`src/verilog/trm_pkg.sv`:
```
// Constants, carriers and decode helpers for the transceiver register map.
// Assumes a byte-wide register space and one 100 MHz clock.
//
// Functional notes
// - Serial mode decodes addresses 09 to 23.
// - Self-load mode reaches only addresses 0A to 1C.
// - Reset key and shutdown timer hidden in self-load.
// - Addresses 1E to 23 are read-only monitors.
// - Addresses 09 to 1D read back written value.
// - One-byte address selects each register.
// - Every register holds eight data bits.
// - Address 1E reports detection and lock status.
// - Address 1F reports the peak-hold level.
// - Addresses 20 and 21 report comparator status.
// - Address 22 strength level, 23 noise level.
// - Address 1D holds shutdown duration, serial only.
// - Writing 01010101 to 09 restores initial values.
// - Enable bit or pins select sleep; activity bit selects standby or run.

package trm_pkg;

    // Widths and sizes
    localparam int TRM_DATA_W = 8;
    localparam int TRM_ADDR_W = 8;
    localparam int TRM_MEM_DEPTH = 21;
    localparam int TRM_IDX_W = 5;

    // Register addresses
    localparam logic [7:0] TRM_ADDR_SOFT_RESET_KEY = 8'h09;
    localparam logic [7:0] TRM_ADDR_GENERAL_SETTINGS = 8'h0a;
    localparam logic [7:0] TRM_ADDR_LOCAL_FREQ_LOW = 8'h0b;
    localparam logic [7:0] TRM_ADDR_LOCAL_FREQ_HIGH = 8'h0c;
    localparam logic [7:0] TRM_ADDR_DELAY_DRIVE_CFG = 8'h0d;
    localparam logic [7:0] TRM_ADDR_RX_FRONT_END_CFG = 8'h0e;
    localparam logic [7:0] TRM_ADDR_RX_FUNCTION_CFG_A = 8'h0f;
    localparam logic [7:0] TRM_ADDR_RX_FUNCTION_CFG_B = 8'h10;
    localparam logic [7:0] TRM_ADDR_FAST_CHARGE_THRESHOLD = 8'h11;
    localparam logic [7:0] TRM_ADDR_TX_DEVIATION_CFG = 8'h12;
    localparam logic [7:0] TRM_ADDR_TX_AMP_CFG = 8'h13;
    localparam logic [7:0] TRM_ADDR_MONITOR_SELECT_A = 8'h14;
    localparam logic [7:0] TRM_ADDR_MONITOR_SELECT_B = 8'h15;
    localparam logic [7:0] TRM_ADDR_STRENGTH_THRESHOLD = 8'h16;
    localparam logic [7:0] TRM_ADDR_PREAMBLE_CFG_A = 8'h17;
    localparam logic [7:0] TRM_ADDR_PREAMBLE_CFG_B = 8'h18;
    localparam logic [7:0] TRM_ADDR_NOISE_THRESHOLD = 8'h19;
    localparam logic [7:0] TRM_ADDR_DETECTOR_CFG = 8'h1a;
    localparam logic [7:0] TRM_ADDR_COMPARATOR_CFG = 8'h1b;
    localparam logic [7:0] TRM_ADDR_PEAK_HOLD_CFG = 8'h1c;
    localparam logic [7:0] TRM_ADDR_SHUTDOWN_TIMER_CFG = 8'h1d;
    localparam logic [7:0] TRM_ADDR_DETECT_LOCK_STATUS = 8'h1e;
    localparam logic [7:0] TRM_ADDR_PEAK_LEVEL_STATUS = 8'h1f;
    localparam logic [7:0] TRM_ADDR_COMPARATOR_STATUS_A = 8'h20;
    localparam logic [7:0] TRM_ADDR_COMPARATOR_STATUS_B = 8'h21;
    localparam logic [7:0] TRM_ADDR_STRENGTH_LEVEL_STATUS = 8'h22;
    localparam logic [7:0] TRM_ADDR_NOISE_LEVEL_STATUS = 8'h23;

    // Reset value, soft reset pattern, general settings fields
    localparam logic [7:0] TRM_REG_INIT = 8'h00;
    localparam logic [7:0] TRM_SOFT_RESET_PATTERN = 8'h55;
    localparam int TRM_GEN_CHIP_ENABLE_BIT = 7;
    localparam int TRM_GEN_ACTIVITY_SELECT_BIT = 6;

    // Host request and answer
    typedef struct packed {
        logic wr;
        logic rd;
        logic [7:0] addr;
        logic [7:0] wdata;
    } trm_req_t;

    typedef struct packed {
        logic busy;
        logic wr_ack;
        logic wr_err;
        logic rd_valid;
        logic rd_err;
        logic [7:0] rd_data;
    } trm_rsp_t;

    // Live values from the radio
    typedef struct packed {
        logic [7:0] detect_lock;
        logic [7:0] peak_level;
        logic [7:0] comparator_a;
        logic [7:0] comparator_b;
        logic [7:0] strength_level;
        logic [7:0] noise_level;
    } trm_mon_t;

    typedef enum logic [1:0] {TRM_PWR_SLEEP, TRM_PWR_STANDBY, TRM_PWR_RUN} trm_pwr_t;

    typedef enum logic [1:0] {TRM_PH_IDLE, TRM_PH_RD_CFG, TRM_PH_RD_MON, TRM_PH_RD_BAD} trm_phase_t;

    // State of the register map apart from the stored configuration bytes
    typedef struct packed {
        trm_phase_t phase;
        trm_rsp_t rsp;
        logic [7:0] mon_hold;
        logic [7:0] general;
        logic [7:0] shutdown;
        trm_pwr_t pwr;
        logic soft_pulse;
    } trm_state_t;

    // Writable and readable configuration window for the current mode
    function automatic logic trm_cfg_open(input logic [7:0] addr, input logic self_load);
        if (self_load) begin
            return (addr >= TRM_ADDR_GENERAL_SETTINGS) && (addr <= TRM_ADDR_PEAK_HOLD_CFG);
        end
        return (addr >= TRM_ADDR_SOFT_RESET_KEY) && (addr <= TRM_ADDR_SHUTDOWN_TIMER_CFG);
    endfunction

    // Monitor window, reachable only in serial mode
    function automatic logic trm_mon_open(input logic [7:0] addr, input logic self_load);
        return !self_load && (addr >= TRM_ADDR_DETECT_LOCK_STATUS)
            && (addr <= TRM_ADDR_NOISE_LEVEL_STATUS);
    endfunction

    // Storage slot of a configuration address
    function automatic logic [TRM_IDX_W-1:0] trm_mem_idx(input logic [7:0] addr);
        logic [7:0] d;
        d = addr - TRM_ADDR_SOFT_RESET_KEY;
        return d[TRM_IDX_W-1:0];
    endfunction

endpackage

```
`src/verilog/trm_reg_mem.sv`:
```
// Storage for the writable configuration bytes.
// Assumes the caller keeps the index below the depth.
`timescale 1ns/100ps
`default_nettype none

module trm_reg_mem #(
    parameter int WIDTH = 8,
    parameter int DEPTH = 21,
    parameter int IDX_W = 5
) (
    // Clock and reset
    input wire logic clk,
    input wire logic sys_rst,
    // Access
    input wire logic clear,
    input wire logic wr_en,
    input wire logic rd_en,
    input wire logic [IDX_W-1:0] idx,
    input wire logic [WIDTH-1:0] wr_data,
    output logic [WIDTH-1:0] rd_data
);
    import trm_pkg::*;

    typedef struct packed {
        logic [DEPTH-1:0][WIDTH-1:0] cells;
        logic [WIDTH-1:0] rdata;
    } trm_mem_state_t;

    trm_mem_state_t st;
    trm_mem_state_t next_st;

    // Clear beats a write; read returns the old byte
    always_comb begin
        next_st = st;
        if (rd_en && (int'(idx) < DEPTH)) begin
            next_st.rdata = st.cells[idx];
        end
        if (clear) begin
            next_st.cells = '0;
        end else if (wr_en && (int'(idx) < DEPTH)) begin
            next_st.cells[idx] = wr_data;
        end
    end

    always_ff @(posedge clk) begin
        if (sys_rst) begin
            st <= '0;
        end else begin
            st <= next_st;
        end
    end

    assign rd_data = st.rdata;

endmodule
`default_nettype wire

```
`src/verilog/trm_register_map.sv`:
```
// Register map of the transceiver control interface.
// Assumes a host that offers one byte request at a time and waits
// for the answer of a read before the next request.
`timescale 1ns/100ps
`default_nettype none

module trm_register_map #(
    parameter int DEPTH = 21
) (
    // Clock and reset
    input wire logic clk,
    input wire logic sys_rst,
    // Host register access
    input wire trm_pkg::trm_req_t host_req,
    output var trm_pkg::trm_rsp_t host_rsp,
    // Mode and pins
    input wire logic self_load_mode,
    input wire logic chip_enable_pin,
    input wire logic reset_pin_n,
    // Live monitor values
    input wire trm_pkg::trm_mon_t monitor,
    // Settings toward the radio
    output var trm_pkg::trm_pwr_t power_state,
    output logic [7:0] general_cfg,
    output logic [7:0] timed_auto_shutdown,
    output logic soft_reset_pulse
);
    import trm_pkg::*;

    trm_state_t st;
    trm_state_t next_st;

    // Storage port controls
    logic mem_clear;
    logic mem_wr;
    logic mem_rd;
    logic [TRM_IDX_W-1:0] mem_idx;
    logic [7:0] mem_wdata;
    logic [7:0] mem_rdata;

    // Decoded request
    logic cfg_hit;
    logic mon_hit;
    logic key_hit;

    // The configuration bytes live in their own storage
    trm_reg_mem #(
        .WIDTH(TRM_DATA_W),
        .DEPTH(DEPTH),
        .IDX_W(TRM_IDX_W)
    ) u_store (
        .clk(clk),
        .sys_rst(sys_rst),
        .clear(mem_clear),
        .wr_en(mem_wr),
        .rd_en(mem_rd),
        .idx(mem_idx),
        .wr_data(mem_wdata),
        .rd_data(mem_rdata)
    );

    // Address decode for the current mode
    always_comb begin
        cfg_hit = trm_cfg_open(host_req.addr, self_load_mode);
        mon_hit = trm_mon_open(host_req.addr, self_load_mode);
        key_hit = (host_req.addr == TRM_ADDR_SOFT_RESET_KEY)
            && (host_req.wdata == TRM_SOFT_RESET_PATTERN);
    end

    // Request handling, read sequencing and power state
    always_comb begin
        next_st = st;
        next_st.rsp.wr_ack = 1'b0;
        next_st.rsp.wr_err = 1'b0;
        next_st.rsp.rd_valid = 1'b0;
        next_st.rsp.rd_err = 1'b0;
        next_st.soft_pulse = 1'b0;
        mem_clear = 1'b0;
        mem_wr = 1'b0;
        mem_rd = 1'b0;
        mem_idx = trm_mem_idx(host_req.addr);
        mem_wdata = host_req.wdata;

        case (st.phase)
            TRM_PH_IDLE: begin
                // A write wins over a read offered in the same cycle
                if (host_req.wr) begin
                    next_st.rsp.wr_ack = 1'b1;
                    if (!cfg_hit) begin
                        // Monitors and closed addresses keep their contents
                        next_st.rsp.wr_err = 1'b1;
                    end else if (key_hit) begin
                        // Every register back to its initial value
                        mem_clear = 1'b1;
                        next_st.general = TRM_REG_INIT;
                        next_st.shutdown = TRM_REG_INIT;
                        next_st.soft_pulse = 1'b1;
                    end else begin
                        mem_wr = 1'b1;
                        if (host_req.addr == TRM_ADDR_GENERAL_SETTINGS) begin
                            next_st.general = host_req.wdata;
                        end
                        if (host_req.addr == TRM_ADDR_SHUTDOWN_TIMER_CFG) begin
                            next_st.shutdown = host_req.wdata;
                        end
                    end
                end else if (host_req.rd) begin
                    next_st.rsp.busy = 1'b1;
                    if (cfg_hit) begin
                        mem_rd = 1'b1;
                        next_st.phase = TRM_PH_RD_CFG;
                    end else if (mon_hit) begin
                        next_st.phase = TRM_PH_RD_MON;
                        // Live value caught on the request edge
                        case (host_req.addr)
                            TRM_ADDR_DETECT_LOCK_STATUS: begin
                                next_st.mon_hold = monitor.detect_lock;
                            end
                            TRM_ADDR_PEAK_LEVEL_STATUS: begin
                                next_st.mon_hold = monitor.peak_level;
                            end
                            TRM_ADDR_COMPARATOR_STATUS_A: begin
                                next_st.mon_hold = monitor.comparator_a;
                            end
                            TRM_ADDR_COMPARATOR_STATUS_B: begin
                                next_st.mon_hold = monitor.comparator_b;
                            end
                            TRM_ADDR_STRENGTH_LEVEL_STATUS: begin
                                next_st.mon_hold = monitor.strength_level;
                            end
                            TRM_ADDR_NOISE_LEVEL_STATUS: begin
                                next_st.mon_hold = monitor.noise_level;
                            end
                            default: begin
                                next_st.mon_hold = TRM_REG_INIT;
                            end
                        endcase
                    end else begin
                        // Closed address: answered, flagged, reads zero
                        next_st.phase = TRM_PH_RD_BAD;
                    end
                end
            end
            TRM_PH_RD_CFG: begin
                // Storage output became valid on the request edge
                next_st.rsp.rd_valid = 1'b1;
                next_st.rsp.rd_data = mem_rdata;
                next_st.rsp.busy = 1'b0;
                next_st.phase = TRM_PH_IDLE;
            end
            TRM_PH_RD_MON: begin
                next_st.rsp.rd_valid = 1'b1;
                next_st.rsp.rd_data = st.mon_hold;
                next_st.rsp.busy = 1'b0;
                next_st.phase = TRM_PH_IDLE;
            end
            TRM_PH_RD_BAD: begin
                next_st.rsp.rd_valid = 1'b1;
                next_st.rsp.rd_err = 1'b1;
                next_st.rsp.rd_data = TRM_REG_INIT;
                next_st.rsp.busy = 1'b0;
                next_st.phase = TRM_PH_IDLE;
            end
            default: begin
                next_st.rsp.busy = 1'b0;
                next_st.phase = TRM_PH_IDLE;
            end
        endcase

        // Pins override the register bits; one cycle behind a write
        if (!chip_enable_pin || !reset_pin_n
                || !st.general[TRM_GEN_CHIP_ENABLE_BIT]) begin
            next_st.pwr = TRM_PWR_SLEEP;
        end else if (!st.general[TRM_GEN_ACTIVITY_SELECT_BIT]) begin
            next_st.pwr = TRM_PWR_STANDBY;
        end else begin
            next_st.pwr = TRM_PWR_RUN;
        end
    end

    // Single state register; sleep is the safe value out of reset
    always_ff @(posedge clk) begin
        if (sys_rst) begin
            st <= '0;
        end else begin
            st <= next_st;
        end
    end

    // Outputs straight from the state flops
    assign host_rsp = st.rsp;
    assign power_state = st.pwr;
    assign general_cfg = st.general;
    assign timed_auto_shutdown = st.shutdown;
    assign soft_reset_pulse = st.soft_pulse;

endmodule
`default_nettype wire

```
`config.mk`:
```
export PLATFORM = sky130hd
export DESIGN_NAME = trm_register_map
export DESIGN_NICKNAME = d
export VERILOG_FILES = /design/src/verilog/trm_pkg.sv /design/src/verilog/trm_reg_mem.sv /design/src/verilog/trm_register_map.sv
export SDC_FILE = /design/constraint.sdc
export NUM_CORES = 1
export LEC_CHECK = 0
export ABC_AREA = 0
export ABC_CLOCK_PERIOD_IN_PS = 2900
export BUFFER_PORTS_ARGS = -buffer_cell sky130_fd_sc_hd__buf_2
export CAP_MARGIN = 20
export CORE_MARGIN = 10
export CORE_UTILIZATION = 54
export DETAILED_ROUTE_END_ITERATION = 6
export PLACE_DENSITY = 0.77
export SLEW_MARGIN = 15
export SYNTH_ARGS = -nofsm -noshare
export SYNTH_HDL_FRONTEND = slang
export SYNTH_SLANG_ARGS = --single-unit
```
`constraint.sdc`:
```
create_clock -name clk -period 2.9 [get_ports clk]
set_clock_uncertainty 0.1 [all_clocks]
set_input_delay 0.435 -clock clk [delete_from_list [all_inputs] [get_ports clk]]
set_output_delay 0.435 -clock clk [all_outputs]
set_load 0.1 [all_outputs]
```
==> flow_summary.rst <==
.. list-table::
   :header-rows: 1

   * - Metric
     - Value
   * - Outcome
     - finished clean
   * - Half-perimeter wire length of the detailed placement result
     - 20220 um
   * - Max Buffers Root-to-Sink
     - 3
   * - Post-layout net count
     - 1208
   * - Setup-failing EPs final
     - 0
   * - Residual antenna-violating net count after detailed routing
     - 0
   * - Post-detailed-route via-to-cell ratio
     - 6.333
   * - Count of port buffers added during placement
     - 102
   * - Worst min-delay path category
     - input port to flip-flop
   * - Area growth from synthesis to layout
     - 14.34%
   * - Non-filler cells, final
     - 1412
   * - CTS clock-pin slew for the worst setup and hold paths
     - 0.06 ns
   * - Capture endpoint of the worst hold path
     - power_state[0]
   * - Width of the die
     - 160.6 um
   * - Critical Path Sink Type
     - flip-flop
   * - First-pass GRT wire length
     - 47950 um
   * - Maximum number of pins on one net before global-route repair
     - 121
   * - Highest ir drop seen on vdd
     - 0.0003360 V
   * - Power density normalized to cell area
     - 532.5 mW/mm2
   * - Internal power consumption
     - 4.971 mW
   * - Synthesized area per cell
     - 9.883 um2
   * - Total core area
     - 0.01946 mm2
   * - Placed Cells incl. Taps
     - 1372
   * - Routed WL
     - 29760 um
   * - Buffers inserted by post-CTS timing repair
     - 0
   * - Data required time of the worst path
     - 3.22 ns
   * - Total track usage
     - 22.19%
   * - First DRT Iteration DRCs
     - 925
   * - Part of the cycle the worst path needs
     - 85.04%
   * - Worst Hold Launch
     - reset_pin_n
   * - Cell leakage power
     - 5.459 nW
   * - Post-Syn Nets
     - 1156
   * - H-Tree Depth
     - 1
   * - Element type at the critical path start
     - flip-flop
   * - Number of I/O pins
     - 103
   * - Synth Warn #
     - 0
   * - Clock latency reported for the late side of the worst-skew pair
     - 0.51 ns
   * - Via count of the first global-routing pass
     - 8857
   * - Dominant register cell in the synthesized netlist
     - dfxtp_1
   * - Initial standard-cell utilization of the core
     - 54.84%
   * - Root cell of the clock tree
     - clkbuf_16
   * - Cell area after technology mapping
     - 0.01067 mm2
   * - Fillers
     - 1572
   * - Max-cap viol count
     - 0
   * - Sink Count
     - 218
   * - Switching fraction of total power
     - 23.51%
   * - R2R setup slack
     - 0.43 ns
   * - Mapped Cells
     - 1080
   * - Slew at the pin closest to its max-slew limit
     - 0.8120 ns
   * - Total of cells resized after clock tree synthesis
     - 0
   * - Post-CTS Hold Buffers
     - 0
   * - Max Slew Vio Count
     - 0
   * - CTS tree
     - yes
   * - Number of antenna violations at the first check in global routing
     - 0
   * - Number of flip-flops and latches in the synthesized netlist
     - 218
   * - Ratio of cells with drive above 1 in the final layout
     - 23.45%
   * - Number of different library cells in the post-synthesis netlist
     - 62
   * - Number of stages on the worst hold path
     - 3
   * - Routability congestion estimate
     - 0.8983
   * - Post-synthesis sequential area ratio
     - 40.89%
   * - Number of clock buffers inserted by TritonCTS
     - 23
   * - Hold Fails Final Rpt
     - 0
   * - Number of placement rows
     - 51
   * - Worst r2r path cells
     - 6
   * - Worst Path Class, Setup
     - flip-flop to flip-flop
   * - Number of enable flip-flop cells after synthesis
     - 0
   * - Largest fanout on the critical path
     - 14
   * - Vias
     - 8942
   * - Die H
     - 160.6 um
   * - Proportion of power drawn by combinational gates
     - 7.6%
   * - Leftover overflow at the end of global routing
     - 0
   * - Share of power burned in registers
     - 46.3%
   * - Die ar.
     - 0.02579 mm2
   * - Relative slew slack
     - 45.29%
   * - Signal arrival time at the worst endpoint
     - 2.79 ns
   * - Worst reg2reg path endpoint
     - u_store.st[47]
   * - Share of async-settable or async-resettable flops after synthesis
     - 0%
   * - Sw power
     - 1.528 mW
   * - Inserted Diodes
     - 0
   * - Residual DRC
     - 0
   * - Worst hold slack
     - 0.1258 ns
   * - Fmax
     - 0.4055 GHz
   * - Setup TNS Final
     - 0 ns
   * - Setup repair after global routing missed its margin
     - false
   * - Post-layout min period
     - 2.466 ns
   * - Routed wire length per instance
     - 21.07 um
   * - Clk pwr share
     - 46.1%
   * - Crit Reg-Reg Startpoint
     - st[41]
   * - Drt pass-1 iters
     - 7
state kept, by name, summed over array words and instances, names as in the netlist:
name,flops
u_store.rd_data,8
power_state,2
soft_reset_pulse,1
st,10
host_rsp,13
u_store.st,168
general_cfg,8
timed_auto_shutdown,8
power groups by stage:
stage / combinational (mW) / clock (mW) / sequential (mW)
floorplan: 0.308 / 0 / 3.07
global placement: 0.482 / 0 / 3.08
detailed placement: 0.485 / 0 / 3.08
CTS: 0.488 / 3.02 / 3.01
global route: 0.526 / 3.17 / 3.01
finish: 0.494 / 3.00 / 3.01
kinds of logic (layout without fill, tap and decap cells):
| kind of cell | after synthesis | count (layout) | synth area share [%] |
|---|---|---|---|
| adders and majority gates | 5 | 5 | 0.5861 |
| muxes | 194 | 194 | 22.89 |
| buffers and inverters | 147 | 214 | 6.799 |
| xor gates and xnor gates | 3 | 3 | 0.2462 |
| DFF | 218 | 218 | 40.89 |
| AOI/OAI and AO/OA | 203 | 203 | 12.59 |
| and+or+nand+nor | 310 | 310 | 16.00 |
area by class of cell:
class	instances	area (um2)	area share [%]
multi-input cells	715	5592	45.82
flip-flops and latches	218	4364	35.76
repair buffers	166	1116	9.145
clock buffers	30	631.9	5.177
well taps	265	331.6	2.717
clock inverters	10	136.4	1.117
inverters	8	32.53	0.2666
synth_stat cells, types with 5 or more instances:
| cell type | number | share of area [%] |
|---|---|---|
| nor2_1 | 38 | 1.3 |
| o21ai_0 | 42 | 2.0 |
| a221oi_1 | 8 | 0.66 |
| nand2_1 | 15 | 0.53 |
| a222oi_1 | 9 | 0.84 |
| ha_1 | 5 | 0.59 |
| nand4_2 | 12 | 1.4 |
| buf_1 | 6 | 0.21 |
| nor3_1 | 6 | 0.28 |
| a22oi_1 | 16 | 1.1 |
| mux2i_1 | 153 | 14 |
| a31oi_1 | 8 | 0.47 |
| clkbuf_1 | 64 | 2.3 |
| buf_2 | 34 | 1.6 |
| mux4_2 | 40 | 8.4 |
| o21a_1 | 5 | 0.35 |
| and3_1 | 11 | 0.64 |
| and2_1 | 8 | 0.47 |
| a21boi_0 | 7 | 0.49 |
| dfxtp_1 | 218 | 41 |
| a311oi_1 | 8 | 0.66 |
| a21oi_1 | 65 | 3.0 |
| inv_1 | 8 | 0.28 |
| a211oi_1 | 13 | 0.91 |
| buf_4 | 35 | 2.5 |
| nand4_1 | 10 | 0.59 |
| nand3_1 | 183 | 8.6 |
worst max path at each step:
stage                     depth (start not counted)         from                 end
after global routing                              6       st[41]     u_store.st[122]
after global placement                            9  host_req[8]  u_store.rd_data[2]
after detailed placement                          9  host_req[8]  u_store.rd_data[2]
final                                             6       st[41]      u_store.st[47]
after CTS                                         6       st[41]      u_store.st[47]
after floorplan                                  10  host_req[9]  u_store.rd_data[5]
stage by stage:
stage          cell area [um2]  power, mW  util [%]  setup WS (ns)
5_1_grt                  12200      6.700     62.71         0.2614
3_5_place_dp             11440      3.561     58.76        0.01285
6_report                 12200      6.499     62.71         0.4339
4_1_cts                  12200      6.521     62.71         0.4330
3_3_place_gp             11440      3.557     58.76        0.04636
2_1_floorplan            10680      3.380         -        0.05473
metal layers:
| layer | wire length, um | global-route usage [%] |
|---|---|---|
| met4 | 1037 | 8.765 |
| met5 | 0 | 0 |
| met3 | 2292 | 4.346 |
| met1 | 12540 | 28.61 |
| met2 | 13890 | 35.90 |
worst max-delay path, cell delays in order, from the launching register on:
cell     delay, ns
dfxtp_1       0.50
nor2_1        0.32
and4b_1       0.34
o21a_2        0.24
buf_12        0.18
nand4_2       0.37
mux2i_1       0.32
layout by cell type (no fill, tap or decap), types with 6 or more instances in the layout:
master	n
a222oi_1	9
a22oi_1	16
nand4_1	10
buf_4	54
a21boi_0	7
nor3_1	6
a21oi_1	65
nand4_2	12
o21ai_0	41
clkbuf_16	23
buf_12	10
a311oi_1	8
inv_1	7
and3_1	11
a31oi_1	8
a211oi_1	13
and2_1	8
mux2i_1	153
a221oi_1	8
nand2_1	15
dfxtp_1	218
nand3_1	183
buf_2	102
nor2_1	38
mux4_2	40
No activity file was read; power rests on OpenSTA's default activity.
